==> config.mk <==
export PLATFORM = sky130hd
export DESIGN_NAME = ddr_memory_io_datapath
export DESIGN_NICKNAME = d
export VERILOG_FILES = /design/src/pkg/ddr_io_pkg.sv /design/src/design/strobe_delay.sv /design/src/design/ddr_memory_io_datapath.sv
export SDC_FILE = /design/constraint.sdc
export NUM_CORES = 1
export LEC_CHECK = 0
export BUFFER_PORTS_ARGS = -buffer_cell sky130_fd_sc_hd__buf_2
export CORE_MARGIN = 8
export CORE_UTILIZATION = 25
export DETAILED_ROUTE_END_ITERATION = 7
export PLACE_DENSITY = 0.5
export SKIP_LAST_GASP = 1
export SYNTH_ARGS = -nofsm -noshare
export SYNTH_HDL_FRONTEND = slang
export SYNTH_SLANG_ARGS = --single-unit
==> constraint.sdc <==
create_clock -name sys_clk -period 4.2 [get_ports sys_clk]
set_input_delay 0.42 -clock sys_clk [delete_from_list [all_inputs] [get_ports sys_clk]]
set_output_delay 0.42 -clock sys_clk [all_outputs]
set_load 0.005 [all_outputs]
==> src/pkg/ddr_io_pkg.sv <==
// Shared constants, types and pin-mapping functions for the DDR memory I/O datapath.
// Assumes one 100 MHz system clock and one memory clock cycle per four system cycles.
package ddr_io_pkg;

  // ---------------------------------------------------------------------------
  // Geometry
  // ---------------------------------------------------------------------------
  localparam int GROUP_PINS  = 9;    // Data pins per strobe group at most.
  localparam int BYTE_BITS   = 8;    // Data bits covered by one parity bit.
  localparam int NUM_GROUPS  = 2;    // Groups of the widest mode (x16/x18).
  localparam int CMD_W       = 4;    // Chip select, row strobe, column strobe, write enable.
  localparam int ADDR_W      = 14;
  localparam int DLY_TAPS    = 8;    // Steps of the read strobe delay line.
  localparam int DLY_W       = 3;

  // ---------------------------------------------------------------------------
  // Reset values, idle codes and limits
  // ---------------------------------------------------------------------------
  localparam logic [CMD_W-1:0] CMD_NOP = 4'h7;   // Selected, no operation.
  localparam logic [3:0]       PAR_POS_MAX = 4'h8;

  // ---------------------------------------------------------------------------
  // Timing
  // ---------------------------------------------------------------------------
  localparam int SYS_CLK_MHZ  = 100;
  localparam int MEM_CLK_MHZ  = 25;
  localparam int SYS_PER_MEM  = SYS_CLK_MHZ / MEM_CLK_MHZ;   // Four quarter phases.
  localparam int ECHO_GUARD   = DLY_TAPS + 4;   // Cycles a released write strobe may still echo in the delay line.

  // Quarter phases of the memory clock, named by system clock and write clock levels.
  typedef enum logic [1:0] {
    PH_S1W1 = 2'h0,
    PH_S1W0 = 2'h1,
    PH_S0W0 = 2'h3,
    PH_S0W1 = 2'h2
  } phase_type;

  // Data group width modes; bit 1 selects two groups, bit 0 the ninth pin.
  typedef enum logic [1:0] {
    MODE_X8  = 2'h0,
    MODE_X9  = 2'h1,
    MODE_X18 = 2'h3,
    MODE_X16 = 2'h2
  } width_mode_type;

  // Places even parity of a byte on pin pos and the data bits on the others.
  function automatic logic [GROUP_PINS-1:0] parity_insert(input logic [BYTE_BITS-1:0] d,
                                                          input logic [3:0]           pos);
    logic [GROUP_PINS-1:0] r;
    logic [3:0]            p;
    logic [3:0]            k;
    r = '0;
    k = 4'h0;
    p = (pos > PAR_POS_MAX) ? PAR_POS_MAX : pos;
    for (int i = 0; i < GROUP_PINS; i++) begin
      if (4'(i) == p) begin
        r[i] = ^d;
      end else begin
        r[i] = d[k[2:0]];
        k    = k + 4'h1;
      end
    end
    return r;
  endfunction

  // Gathers the data byte back from the pins, skipping the parity pin.
  function automatic logic [BYTE_BITS-1:0] parity_extract(input logic [GROUP_PINS-1:0] w,
                                                          input logic [3:0]            pos);
    logic [BYTE_BITS-1:0] r;
    logic [3:0]           p;
    logic [3:0]           k;
    r = '0;
    k = 4'h0;
    p = (pos > PAR_POS_MAX) ? PAR_POS_MAX : pos;
    for (int i = 0; i < GROUP_PINS; i++) begin
      if (4'(i) != p) begin
        r[k[2:0]] = w[i];
        k         = k + 4'h1;
      end
    end
    return r;
  endfunction

endpackage

==> src/design/strobe_delay.sv <==
// Synchroniser, programmable delay line and edge finder for one incoming read strobe.
// Assumes the strobe is asynchronous to sys_clk and much slower than it.
`timescale 1ns/1ps
module strobe_delay
  import ddr_io_pkg::*;
#(
  parameter int TAPS = DLY_TAPS,
  parameter int SW   = DLY_W
) (
  input  wire logic          sys_clk,
  input  wire logic          rst_b,
  input  wire logic          strobeIn,
  input  wire logic [SW-1:0] delaySel,
  output logic               riseP,
  output logic               fallP
);

  logic            sync1_q;
  logic            sync2_q;
  logic [TAPS-1:0] hist_q;
  logic            dly_q;
  logic            tap;

  // ---------------------------------------------------------------------------
  // Two-stage synchroniser feeding the delay line.
  // ---------------------------------------------------------------------------
  always_ff @(posedge sys_clk or negedge rst_b) begin
    if (!rst_b) begin
      sync1_q <= 1'b0;
      sync2_q <= 1'b0;
    end else begin
      sync1_q <= strobeIn;
      sync2_q <= sync1_q;
    end
  end

  // Shift history of the strobe; the tap picks how far it is pushed back.
  always_ff @(posedge sys_clk or negedge rst_b) begin
    if (!rst_b) begin
      hist_q <= '0;
    end else begin
      hist_q <= {hist_q[TAPS-2:0], sync2_q};
    end
  end

  assign tap = hist_q[delaySel];  // RULE3

  // Edge pulses of the delayed strobe, one cycle each.
  always_ff @(posedge sys_clk or negedge rst_b) begin
    if (!rst_b) begin
      dly_q <= 1'b0;
      riseP <= 1'b0;
      fallP <= 1'b0;
    end else begin
      dly_q <= tap;
      riseP <= tap & ~dly_q;
      fallP <= ~tap & dly_q;
    end
  end

  AST_DELAY_ZERO: assert property (@(posedge sys_clk) disable iff (!rst_b)  // RULE3
    (delaySel == '0 && $stable(delaySel) && hist_q[0] && !dly_q) |=> riseP)
    else $error("Undelayed strobe edge gave no rise pulse.");

endmodule // strobe_delay

==> src/design/ddr_memory_io_datapath.sv <==
// Top of the DDR/DDR2 memory I/O datapath: write launch, command launch and read capture.
// Assumes a user controller issues commands and data; memory pins run through board buffers.
//
// Function
// RULE1: A group is one strobe, one mask and up to nine data pins.
// RULE2: Read timing comes from a two-way strobe or a one-way read clock.
// RULE3: Each incoming strobe is delayed by a programmable amount to centre it.
// RULE4: The delayed strobe is shared to clock all capture registers of its group.
// RULE5: Groups run as x8/x9 or x16/x18; x9 also serves x8, x18 x16.
// RULE6: One parity bit per eight data bits, placeable on any data pin.
// RULE7: Mask driven low for written bytes, high for masked ones; memory ignores masked.
// RULE8: Every group has its own mask output, driven on every write.
// RULE9: System and write clocks come from one two-output clock source.
// RULE10: Write strobes, commands and addresses launch on the system clock.
// RULE11: Write data launch on the write clock, 90 degrees ahead of system clock.
// RULE12: Read data captured on both strobe edges, two words per strobe cycle.
`timescale 1ns/1ps
module ddr_memory_io_datapath
  import ddr_io_pkg::*;
#(
  parameter int NG = NUM_GROUPS,
  parameter int AW = ADDR_W
) (
  input  wire logic                  sys_clk,
  input  wire logic                  rst_b,
  input  wire logic [1:0]            widthMode,
  input  wire logic                  parityEn,
  input  wire logic [3:0]            parityPos,
  input  wire logic                  readClkSel,
  input  wire logic [DLY_W-1:0]      strobeDelay,
  input  wire logic                  cmdValid,
  input  wire logic [CMD_W-1:0]      cmdCode,
  input  wire logic [AW-1:0]         cmdAddr,
  output logic                       cmdReady,
  input  wire logic                  wrValid,
  input  wire logic [NG*9-1:0]       wrDataRise,
  input  wire logic [NG*9-1:0]       wrDataFall,
  input  wire logic [NG-1:0]         wrEnRise,
  input  wire logic [NG-1:0]         wrEnFall,
  output logic                       wrReady,
  output logic [NG-1:0]              rdValid,
  output logic [NG*9-1:0]            rdDataRise,
  output logic [NG*9-1:0]            rdDataFall,
  output logic [NG-1:0]              rdParErr,
  output logic                       memClk,
  output logic [CMD_W-1:0]           memCmd,
  output logic [AW-1:0]              memAddr,
  output logic [NG*9-1:0]            dqOut,
  output logic [NG*9-1:0]            dqOe_b,
  input  wire logic [NG*9-1:0]       dqIn,
  output logic [NG-1:0]              dmOut,
  output logic [NG-1:0]              dqsOut,
  output logic [NG-1:0]              dqsOe_b,
  input  wire logic [NG-1:0]         dqsIn,
  input  wire logic [NG-1:0]         rdClkIn
);

  phase_type          ph_q;
  logic               writeAct_q;
  logic [NG*9-1:0]    fallHold_q;
  logic [NG-1:0]      enFallHold_q;
  logic [NG*9-1:0]    dqSync1_q;
  logic [NG*9-1:0]    dqSync2_q;
  logic [NG*9-1:0]    riseCap_q;
  logic [NG-1:0]      dqsRise, dqsFall, rckRise, rckFall, capRise, capFall, grpOn;
  logic [NG*9-1:0]    wordRise, wordFall;
  logic [NG*9-1:0]    pinOn;
  logic               wrTake;
  logic               cmdTake;
  logic [3:0]         echoGuard_q;

  // ---------------------------------------------------------------------------
  // Clock phases
  // ---------------------------------------------------------------------------
  // Quarter-phase walker: one source gives both the system and the write clock.
  always_ff @(posedge sys_clk or negedge rst_b) begin
    if (!rst_b) begin
      ph_q <= PH_S1W1;
    end else begin
      case (ph_q)  // RULE9
        PH_S1W1: ph_q <= PH_S1W0;
        PH_S1W0: ph_q <= PH_S0W0;
        PH_S0W0: ph_q <= PH_S0W1;
        PH_S0W1: ph_q <= PH_S1W1;
        default: ph_q <= PH_S1W1;
      endcase
    end
  end

  // Memory clock follows the system clock level of the phase being entered.
  always_ff @(posedge sys_clk or negedge rst_b) begin
    if (!rst_b) begin
      memClk <= 1'b0;
    end else if (ph_q == PH_S0W1) begin
      memClk <= 1'b1;  // RULE10
    end else if (ph_q == PH_S1W0) begin
      memClk <= 1'b0;
    end
  end

  // ---------------------------------------------------------------------------
  // Commands
  // ---------------------------------------------------------------------------
  assign cmdTake = cmdValid && cmdReady;

  // Ready marks the quarter before the system clock rise.
  always_ff @(posedge sys_clk or negedge rst_b) begin
    if (!rst_b) begin
      cmdReady <= 1'b0;
    end else begin
      cmdReady <= (ph_q == PH_S0W0);
    end
  end

  // Command and address change only on the system clock rising edge.
  always_ff @(posedge sys_clk or negedge rst_b) begin
    if (!rst_b) begin
      memCmd  <= CMD_NOP;
      memAddr <= '0;
    end else if (ph_q == PH_S0W1) begin
      memCmd <= cmdTake ? cmdCode : CMD_NOP;  // RULE10
      if (cmdTake) begin
        memAddr <= cmdAddr;
      end
    end
  end

  // ---------------------------------------------------------------------------
  // Write path
  // ---------------------------------------------------------------------------
  assign wrTake = wrValid && wrReady;

  // Pin words per group: width mode decides the ninth pin, parity may take any pin.
  always_comb begin
    for (int g = 0; g < NG; g++) begin
      for (int i = 0; i < GROUP_PINS; i++) begin
        pinOn[g*9+i] = ((g == 0) || widthMode[1]) && ((i < BYTE_BITS) || widthMode[0]);  // RULE5 RULE1
      end
      if (parityEn && widthMode[0]) begin
        wordRise[g*9 +: 9] = parity_insert(wrDataRise[g*9 +: 8], parityPos);  // RULE6
        wordFall[g*9 +: 9] = parity_insert(wrDataFall[g*9 +: 8], parityPos);
      end else begin
        wordRise[g*9 +: 9] = wrDataRise[g*9 +: 9];
        wordFall[g*9 +: 9] = wrDataFall[g*9 +: 9];
      end
    end
  end

  // Ready marks the quarter before the write clock rise.
  always_ff @(posedge sys_clk or negedge rst_b) begin
    if (!rst_b) begin
      wrReady <= 1'b0;
    end else begin
      wrReady <= (ph_q == PH_S1W0);
    end
  end

  // Data and mask launch on write clock edges, a quarter ahead of the strobe.
  always_ff @(posedge sys_clk or negedge rst_b) begin
    if (!rst_b) begin
      writeAct_q   <= 1'b0;
      dqOut        <= '0;
      dqOe_b       <= '1;
      dmOut        <= '1;
      fallHold_q   <= '0;
      enFallHold_q <= '0;
    end else if (ph_q == PH_S0W0) begin
      writeAct_q <= wrTake;
      if (wrTake) begin
        dqOut        <= wordRise & pinOn;  // RULE11
        dqOe_b       <= ~pinOn;
        dmOut        <= ~(wrEnRise & {{(NG-1){widthMode[1]}}, 1'b1});  // RULE7 RULE8
        fallHold_q   <= wordFall & pinOn;
        enFallHold_q <= wrEnFall & {{(NG-1){widthMode[1]}}, 1'b1};
      end else begin
        dqOe_b <= '1;
        dmOut  <= '1;
      end
    end else if (ph_q == PH_S1W1 && writeAct_q) begin
      dqOut <= fallHold_q;  // RULE11
      dmOut <= ~enFallHold_q;  // RULE7 RULE8
    end
  end

  // Write strobes toggle on the system clock while a beat is on the pins.
  always_ff @(posedge sys_clk or negedge rst_b) begin
    if (!rst_b) begin
      dqsOut  <= '0;
      dqsOe_b <= '1;
    end else if (ph_q == PH_S0W0) begin
      dqsOe_b <= wrTake ? ~{{(NG-1){widthMode[1]}}, 1'b1} : '1;
    end else if (ph_q == PH_S0W1) begin
      dqsOut <= writeAct_q ? ~dqsOe_b : '0;  // RULE10
    end else if (ph_q == PH_S1W0) begin
      dqsOut <= '0;
    end
  end

  // ---------------------------------------------------------------------------
  // Read path
  // ---------------------------------------------------------------------------
  // Read data pins pass two flip-flops before capture.
  always_ff @(posedge sys_clk or negedge rst_b) begin
    if (!rst_b) begin
      dqSync1_q <= '0;
      dqSync2_q <= '0;
    end else begin
      dqSync1_q <= dqIn;
      dqSync2_q <= dqSync1_q;
    end
  end

  // One delay line per group for each strobe source.
  for (genvar g = 0; g < NG; g++) begin : gGrp
    strobe_delay #(.TAPS(DLY_TAPS), .SW(DLY_W)) uDqs (
      .sys_clk  (sys_clk),
      .rst_b    (rst_b),
      .strobeIn (dqsIn[g]),
      .delaySel (strobeDelay),
      .riseP    (dqsRise[g]),
      .fallP    (dqsFall[g])
    );
    strobe_delay #(.TAPS(DLY_TAPS), .SW(DLY_W)) uRck (
      .sys_clk  (sys_clk),
      .rst_b    (rst_b),
      .strobeIn (rdClkIn[g]),
      .delaySel (strobeDelay),
      .riseP    (rckRise[g]),
      .fallP    (rckFall[g])
    );
  end

  // Capture enables from the chosen strobe, shared by every pin of an enabled group.
  assign grpOn   = {{(NG-1){widthMode[1]}}, 1'b1};  // RULE5
  assign capRise = (readClkSel ? rckRise : (dqsRise & dqsOe_b & {NG{echoGuard_q == 4'h0}})) & grpOn;  // RULE2 RULE4
  assign capFall = (readClkSel ? rckFall : (dqsFall & dqsOe_b & {NG{echoGuard_q == 4'h0}})) & grpOn;  // RULE2 RULE4

  // Rise word held; fall edge completes the pair and presents both words.
  always_ff @(posedge sys_clk or negedge rst_b) begin
    if (!rst_b) begin
      riseCap_q  <= '0;
      echoGuard_q <= 4'h0;
      rdDataRise <= '0;
      rdDataFall <= '0;
      rdValid    <= '0;
      rdParErr   <= '0;
    end else begin
      // Own write strobes loop back on dqsIn; capture waits until their echo has left the delay line.
      echoGuard_q <= (dqsOe_b != '1) ? 4'(ECHO_GUARD) : echoGuard_q - {3'h0, echoGuard_q != 4'h0};  // RULE4
      for (int g = 0; g < NG; g++) begin
        rdValid[g]  <= capFall[g];  // RULE12
        rdParErr[g] <= 1'b0;
        if (capRise[g]) begin
          riseCap_q[g*9 +: 9] <= dqSync2_q[g*9 +: 9];  // RULE4 RULE12
        end
        if (capFall[g]) begin
          if (parityEn && widthMode[0]) begin
            rdDataRise[g*9 +: 9] <= {1'b0, parity_extract(riseCap_q[g*9 +: 9], parityPos)};  // RULE6
            rdDataFall[g*9 +: 9] <= {1'b0, parity_extract(dqSync2_q[g*9 +: 9], parityPos)};
            rdParErr[g]          <= (^riseCap_q[g*9 +: 9]) | (^dqSync2_q[g*9 +: 9]);
          end else begin
            rdDataRise[g*9 +: 9] <= riseCap_q[g*9 +: 9];
            rdDataFall[g*9 +: 9] <= dqSync2_q[g*9 +: 9];
          end
        end
      end
    end
  end

  // ---------------------------------------------------------------------------
  // Checks
  // ---------------------------------------------------------------------------
  AST_CLK_RISE: assert property (@(posedge sys_clk) disable iff (!rst_b)  // RULE9
    (ph_q == PH_S0W1) |=> memClk ##2 !memClk)
    else $error("Memory clock rise or fall out of phase.");
  AST_CMD_IDLE: assert property (@(posedge sys_clk) disable iff (!rst_b)  // RULE10
    (ph_q == PH_S0W1 && !cmdTake) |=> (memCmd == CMD_NOP) [*4])
    else $error("Command not idle without a request.");
  AST_DATA_LEADS: assert property (@(posedge sys_clk) disable iff (!rst_b)  // RULE11
    wrTake |=> !dqsOe_b[0] && !dqsOut[0] ##1 dqsOut[0] ##1 dqOut == $past(fallHold_q))
    else $error("Write data does not lead the strobe by a quarter.");
  AST_MASK_RISE: assert property (@(posedge sys_clk) disable iff (!rst_b)  // RULE7
    wrTake |=> dmOut[0] == !$past(wrEnRise[0]))
    else $error("Mask level wrong for the rise beat.");
  AST_MASK_FALL: assert property (@(posedge sys_clk) disable iff (!rst_b)  // RULE8
    wrTake ##2 1'b1 |=> dmOut[0] == !$past(wrEnFall[0], 3))
    else $error("Mask level wrong for the fall beat.");
  AST_NINTH_PIN: assert property (@(posedge sys_clk) disable iff (!rst_b)  // RULE5
    (wrTake && !widthMode[0]) |=> dqOe_b[8] && !dqOe_b[7])
    else $error("Ninth pin driven in an eight-bit mode.");
  AST_PARITY_OUT: assert property (@(posedge sys_clk) disable iff (!rst_b)  // RULE6
    (wrTake && parityEn && widthMode[0]) |=> (^dqOut[8:0]) == 1'b0)
    else $error("Write parity is not even.");
  AST_READ_PAIR: assert property (@(posedge sys_clk) disable iff (!rst_b)  // RULE12
    capFall[0] |=> rdValid[0] ##1 !rdValid[0])
    else $error("Read pair not presented for one cycle.");

endmodule // ddr_memory_io_datapath

==> metrics.md <==
| Metric | Value |
|---|---|
| Crit Reg-Reg Startpoint | `echoGuard_q[1]$_DFF_PN0_` |
| Hold Vio Cnt, Final | `0` |
| Fin cells | `2,044` |
| Post-route cell area | `0.01497 sq mm` |
| Cell Area, Synth | `0.01216 sq mm` |
| Crit end category | `flop` |
| Global-route wire length before repair | `69,790 microns` |
| Hold Path Depth | `3` |
| EDFF count, synth | `0` |
| Hold Path Class | `in -> reg` |
| WL per Instance | `22.53 microns` |
| Sequential area share after synthesis | `45.36%` |
| Final ANT Viol Nets | `0` |
| Die height | `between 200 and 250 microns` |
| Hold_buf cts | `23` |
| Cell taking the most area after synthesis | `dfrtp_1` |
| Die area | `0.05597 sq mm` |
| Total GRT Usage | `15.91%` |
| CP delay by family, top | `compound AO/OA/AOI/OAI gates` |
| LEAKAGE | `6.408 nW` |
| Crit path max-delay cell type | `fa_1` |
| # port buffers | `197` |
| Syn nets | `1,315` |
| Inserted Clock Buffers | `27` |
| Power Total | `6.708 mW` |
| Starting Density | `25.11%` |
| Buffers & Inverters on Critical Path | `3` |
| Synthesized area per cell | `a little over 10 sq um` |
| H-tree levels | `1` |
| Clock Sink Count | `220` |
| Placed cell areas | `0.01383 sq mm` |
| Hold path start | `wrEnFall[0]` |
| FF-to-FF End | `rdDataRise[9]$_DFFE_PN0P_` |
| Status | `finished clean` |
| Share of layout cells above drive strength 1 | `between 20% and 30%` |
| Post-route core utilization | `30.89%` |
| # IOs | `198` |
| Endpoints failing setup | `0` |
| Final wirelength | `46,060 microns` |
| Post-CTS Repair Setup Buffers | `0` |
| Worst slew pin tran | `around 1000 ps` |
| Final Net Count | `1,510` |
| Slack of the worst reg-to-reg path | `1080 ps` |
| First-pass DRT Iterations | `5` |
| Final GP Congestion | `0.9313` |
| Area contributors post-synth | `dfrtp_1, mux4_2, xnor2_1` |
| Clock Path Buffers | `3` |
| Hold endpoint | `enFallHold_q[0]$_DFFE_PN0P_` |
| Fmax achieved | `between 300 and 400 MHz` |
| Vias | `10,484` |
| Pin count of the biggest net entering global routing | `107` |
| Post-route setup TNS | `0 ps` |
| CTS clk-pin slew, worst paths | `roughly 70 ps` |
| RSZ-0062 raised after global routing | `no` |
| Top-area cell type share of the netlist area | `a little over two fifths` |
| Critical Path AT | `3770 ps` |
| CP required | `around 4700 ps` |
| DP HPWL | `34,120 microns` |
| Via density | `5.129` |
| Cell area power density | `around 450 mW/mm^2` |
| Row count | `81` |
| Crit path launch type | `input pin` |
| Final max-slew violation count | `0` |
| CP max stage delay | `approximately 520 ps` |
| Reg2Reg Depth | `6` |
| VDD IR-drop max | `0.0002374 V` |
| Die W | `236.6 microns` |
| Synthesized flop and latch total | `220` |
| Crit path time final | `approximately 3300 ps` |
| Most used DFF post-synth | `dfrtp_1` |
| Core area | `0.04844 sq mm` |
| Antenna violations before repair | `7` |
| Crit path max fanout | `13` |
| Max Cap Viol | `0` |
| Clk Latency, worst-skew pair | `550 ps` |
| Commonest cells in the netlist | `dfrtp_1, nand2_1, a21oi_1` |
| Unique masters post-synth | `82` |
| Area Overhead vs Synth | `23.04%` |
| Worst path cell trace | `buf_2 -> and2b_1 -> nand2_1 -> inv_1 -> fa_1 -> ha_1 -> xor2_1 -> a41o_1 -> nand2_1 -> buf_4 -> a21oi_1 -> a32oi_1 -> a21oi_1` |
| Setup Skew | `15.12 ps` |
| DP Cell Count | `roughly 2,000` |
| Max_slew headroom | `32.02%` |
| Root Buffer | `clkbuf_16` |
| Synth Instances | `between 1,000 and 1,500` |
| Drt initial violations | `717` |
| Ys async rst share | `100.0%` |
| Vias in the first global route | `10,797` |
| DR DRC count | `0` |
| Post-cts sizing count | `0` |
| Yosys warning total | `0` |
| GRT overflow | `0` |
| CP Launch Point | `parityPos[3]` |
| Setup CP Type | `in -> reg` |
| CTS tree | `built` |
| Most common cell in the netlist | `dfrtp_1` |
| Final worst-path cycle share | `78.35%` |
## worst register-to-register path, stage by stage (launching register included)
cell and delay [ps]:
dfrtp_1 390, or4_1 590, o41ai_1 310, nand2_1 570
inv_2 510, nand2_1 250, o41ai_1 400
## stage by stage
stage,setup WS [ps],hold slack [ps]
floorplan,656.5,124.4
finish,909.2,72.43
CTS,972.0,41.99
global placement,459.9,331.6
global route,706.7,78.84
detailed placement,387.0,334.7
## routing by layer
metal	up-vias	share of wire (%)	GRT usage [%]	routed length, microns
li1	4784	-	-	-
met1	5199	44	21.04	20050
met2	401	46	25.52	21280
met3	94	7.1	3.534	3254
met4	6	3.1	5.317	1429
met5	-	0.087	0	40
## report_power, final
group | internal, mW | switching [mW] | total (mW)
sequential | 2.43 | 0.350 | 2.78
clock | 1.43 | 0.934 | 2.37
combinational | 0.725 | 0.831 | 1.56
## worst max path at each step
stage               slack [ps]                    endpoint  cells after the start
global placement           460   rdDataFall[7]$_DFFE_PN0P_                     13
floorplan                  660        dqOut[3]$_DFFE_PN0P_                     12
global route               710  rdDataFall[16]$_DFFE_PN0P_                     13
CTS                        970   rdDataRise[7]$_DFFE_PN0P_                     13
finish                     910   rdDataRise[7]$_DFFE_PN0P_                     13
detailed placement         390   rdDataRise[7]$_DFFE_PN0P_                     13
## placed cells by master (no fill, tap or decap), types with 23 or more instances in the layout
cell           instances
mux2i_1               31
clkbuf_16             27
dlygate4sd3_1         23
nand3_1               37
o21ai_0               75
a21oi_1               87
nor2_1                86
mux2_2                41
nand2_1              119
dfrtp_1              211
inv_1                 32
mux4_2                24
buf_2                196
xnor2_1               58
buf_4                 45
## cells by family (layout without fill, tap and decap cells)
family	count (synthesis)	count (layout)	synth area share, %
AOI/OAI and AO/OA	330	330	17.89
xor gates and xnor gates	65	65	4.835
adders and majority gates	16	16	1.769
buffers and inverters	137	352	5.061
DFF	220	220	45.36
muxes	101	101	11.77
other	0	3	0
and+or+nand+nor	335	335	13.32
## registers in the layout, indices dropped and copies added, names as in the netlist, 4 cells and up
register          count
memCmd                4
gGrp.uDqs.hist_q     16
fallHold_q           18
riseCap_q            18
dqSync1_q            18
dqOut                18
memAddr              14
gGrp.uRck.hist_q     16
rdDataFall           18
rdDataRise           18
dqOe_b                4
dqSync2_q            18
echoGuard_q           4
## area by class of cell
class	count	area (sq um)
timing repair buffer	266	1584
fill	5038	33480
sequential	220	5517
tap	622	778.2
clock inverter	13	150.1
antenna	3	7.507
clock buffer	36	749.5
multi-input combinational	847	6041
inverter	37	138.9
(Power assumes the default switching activity.)
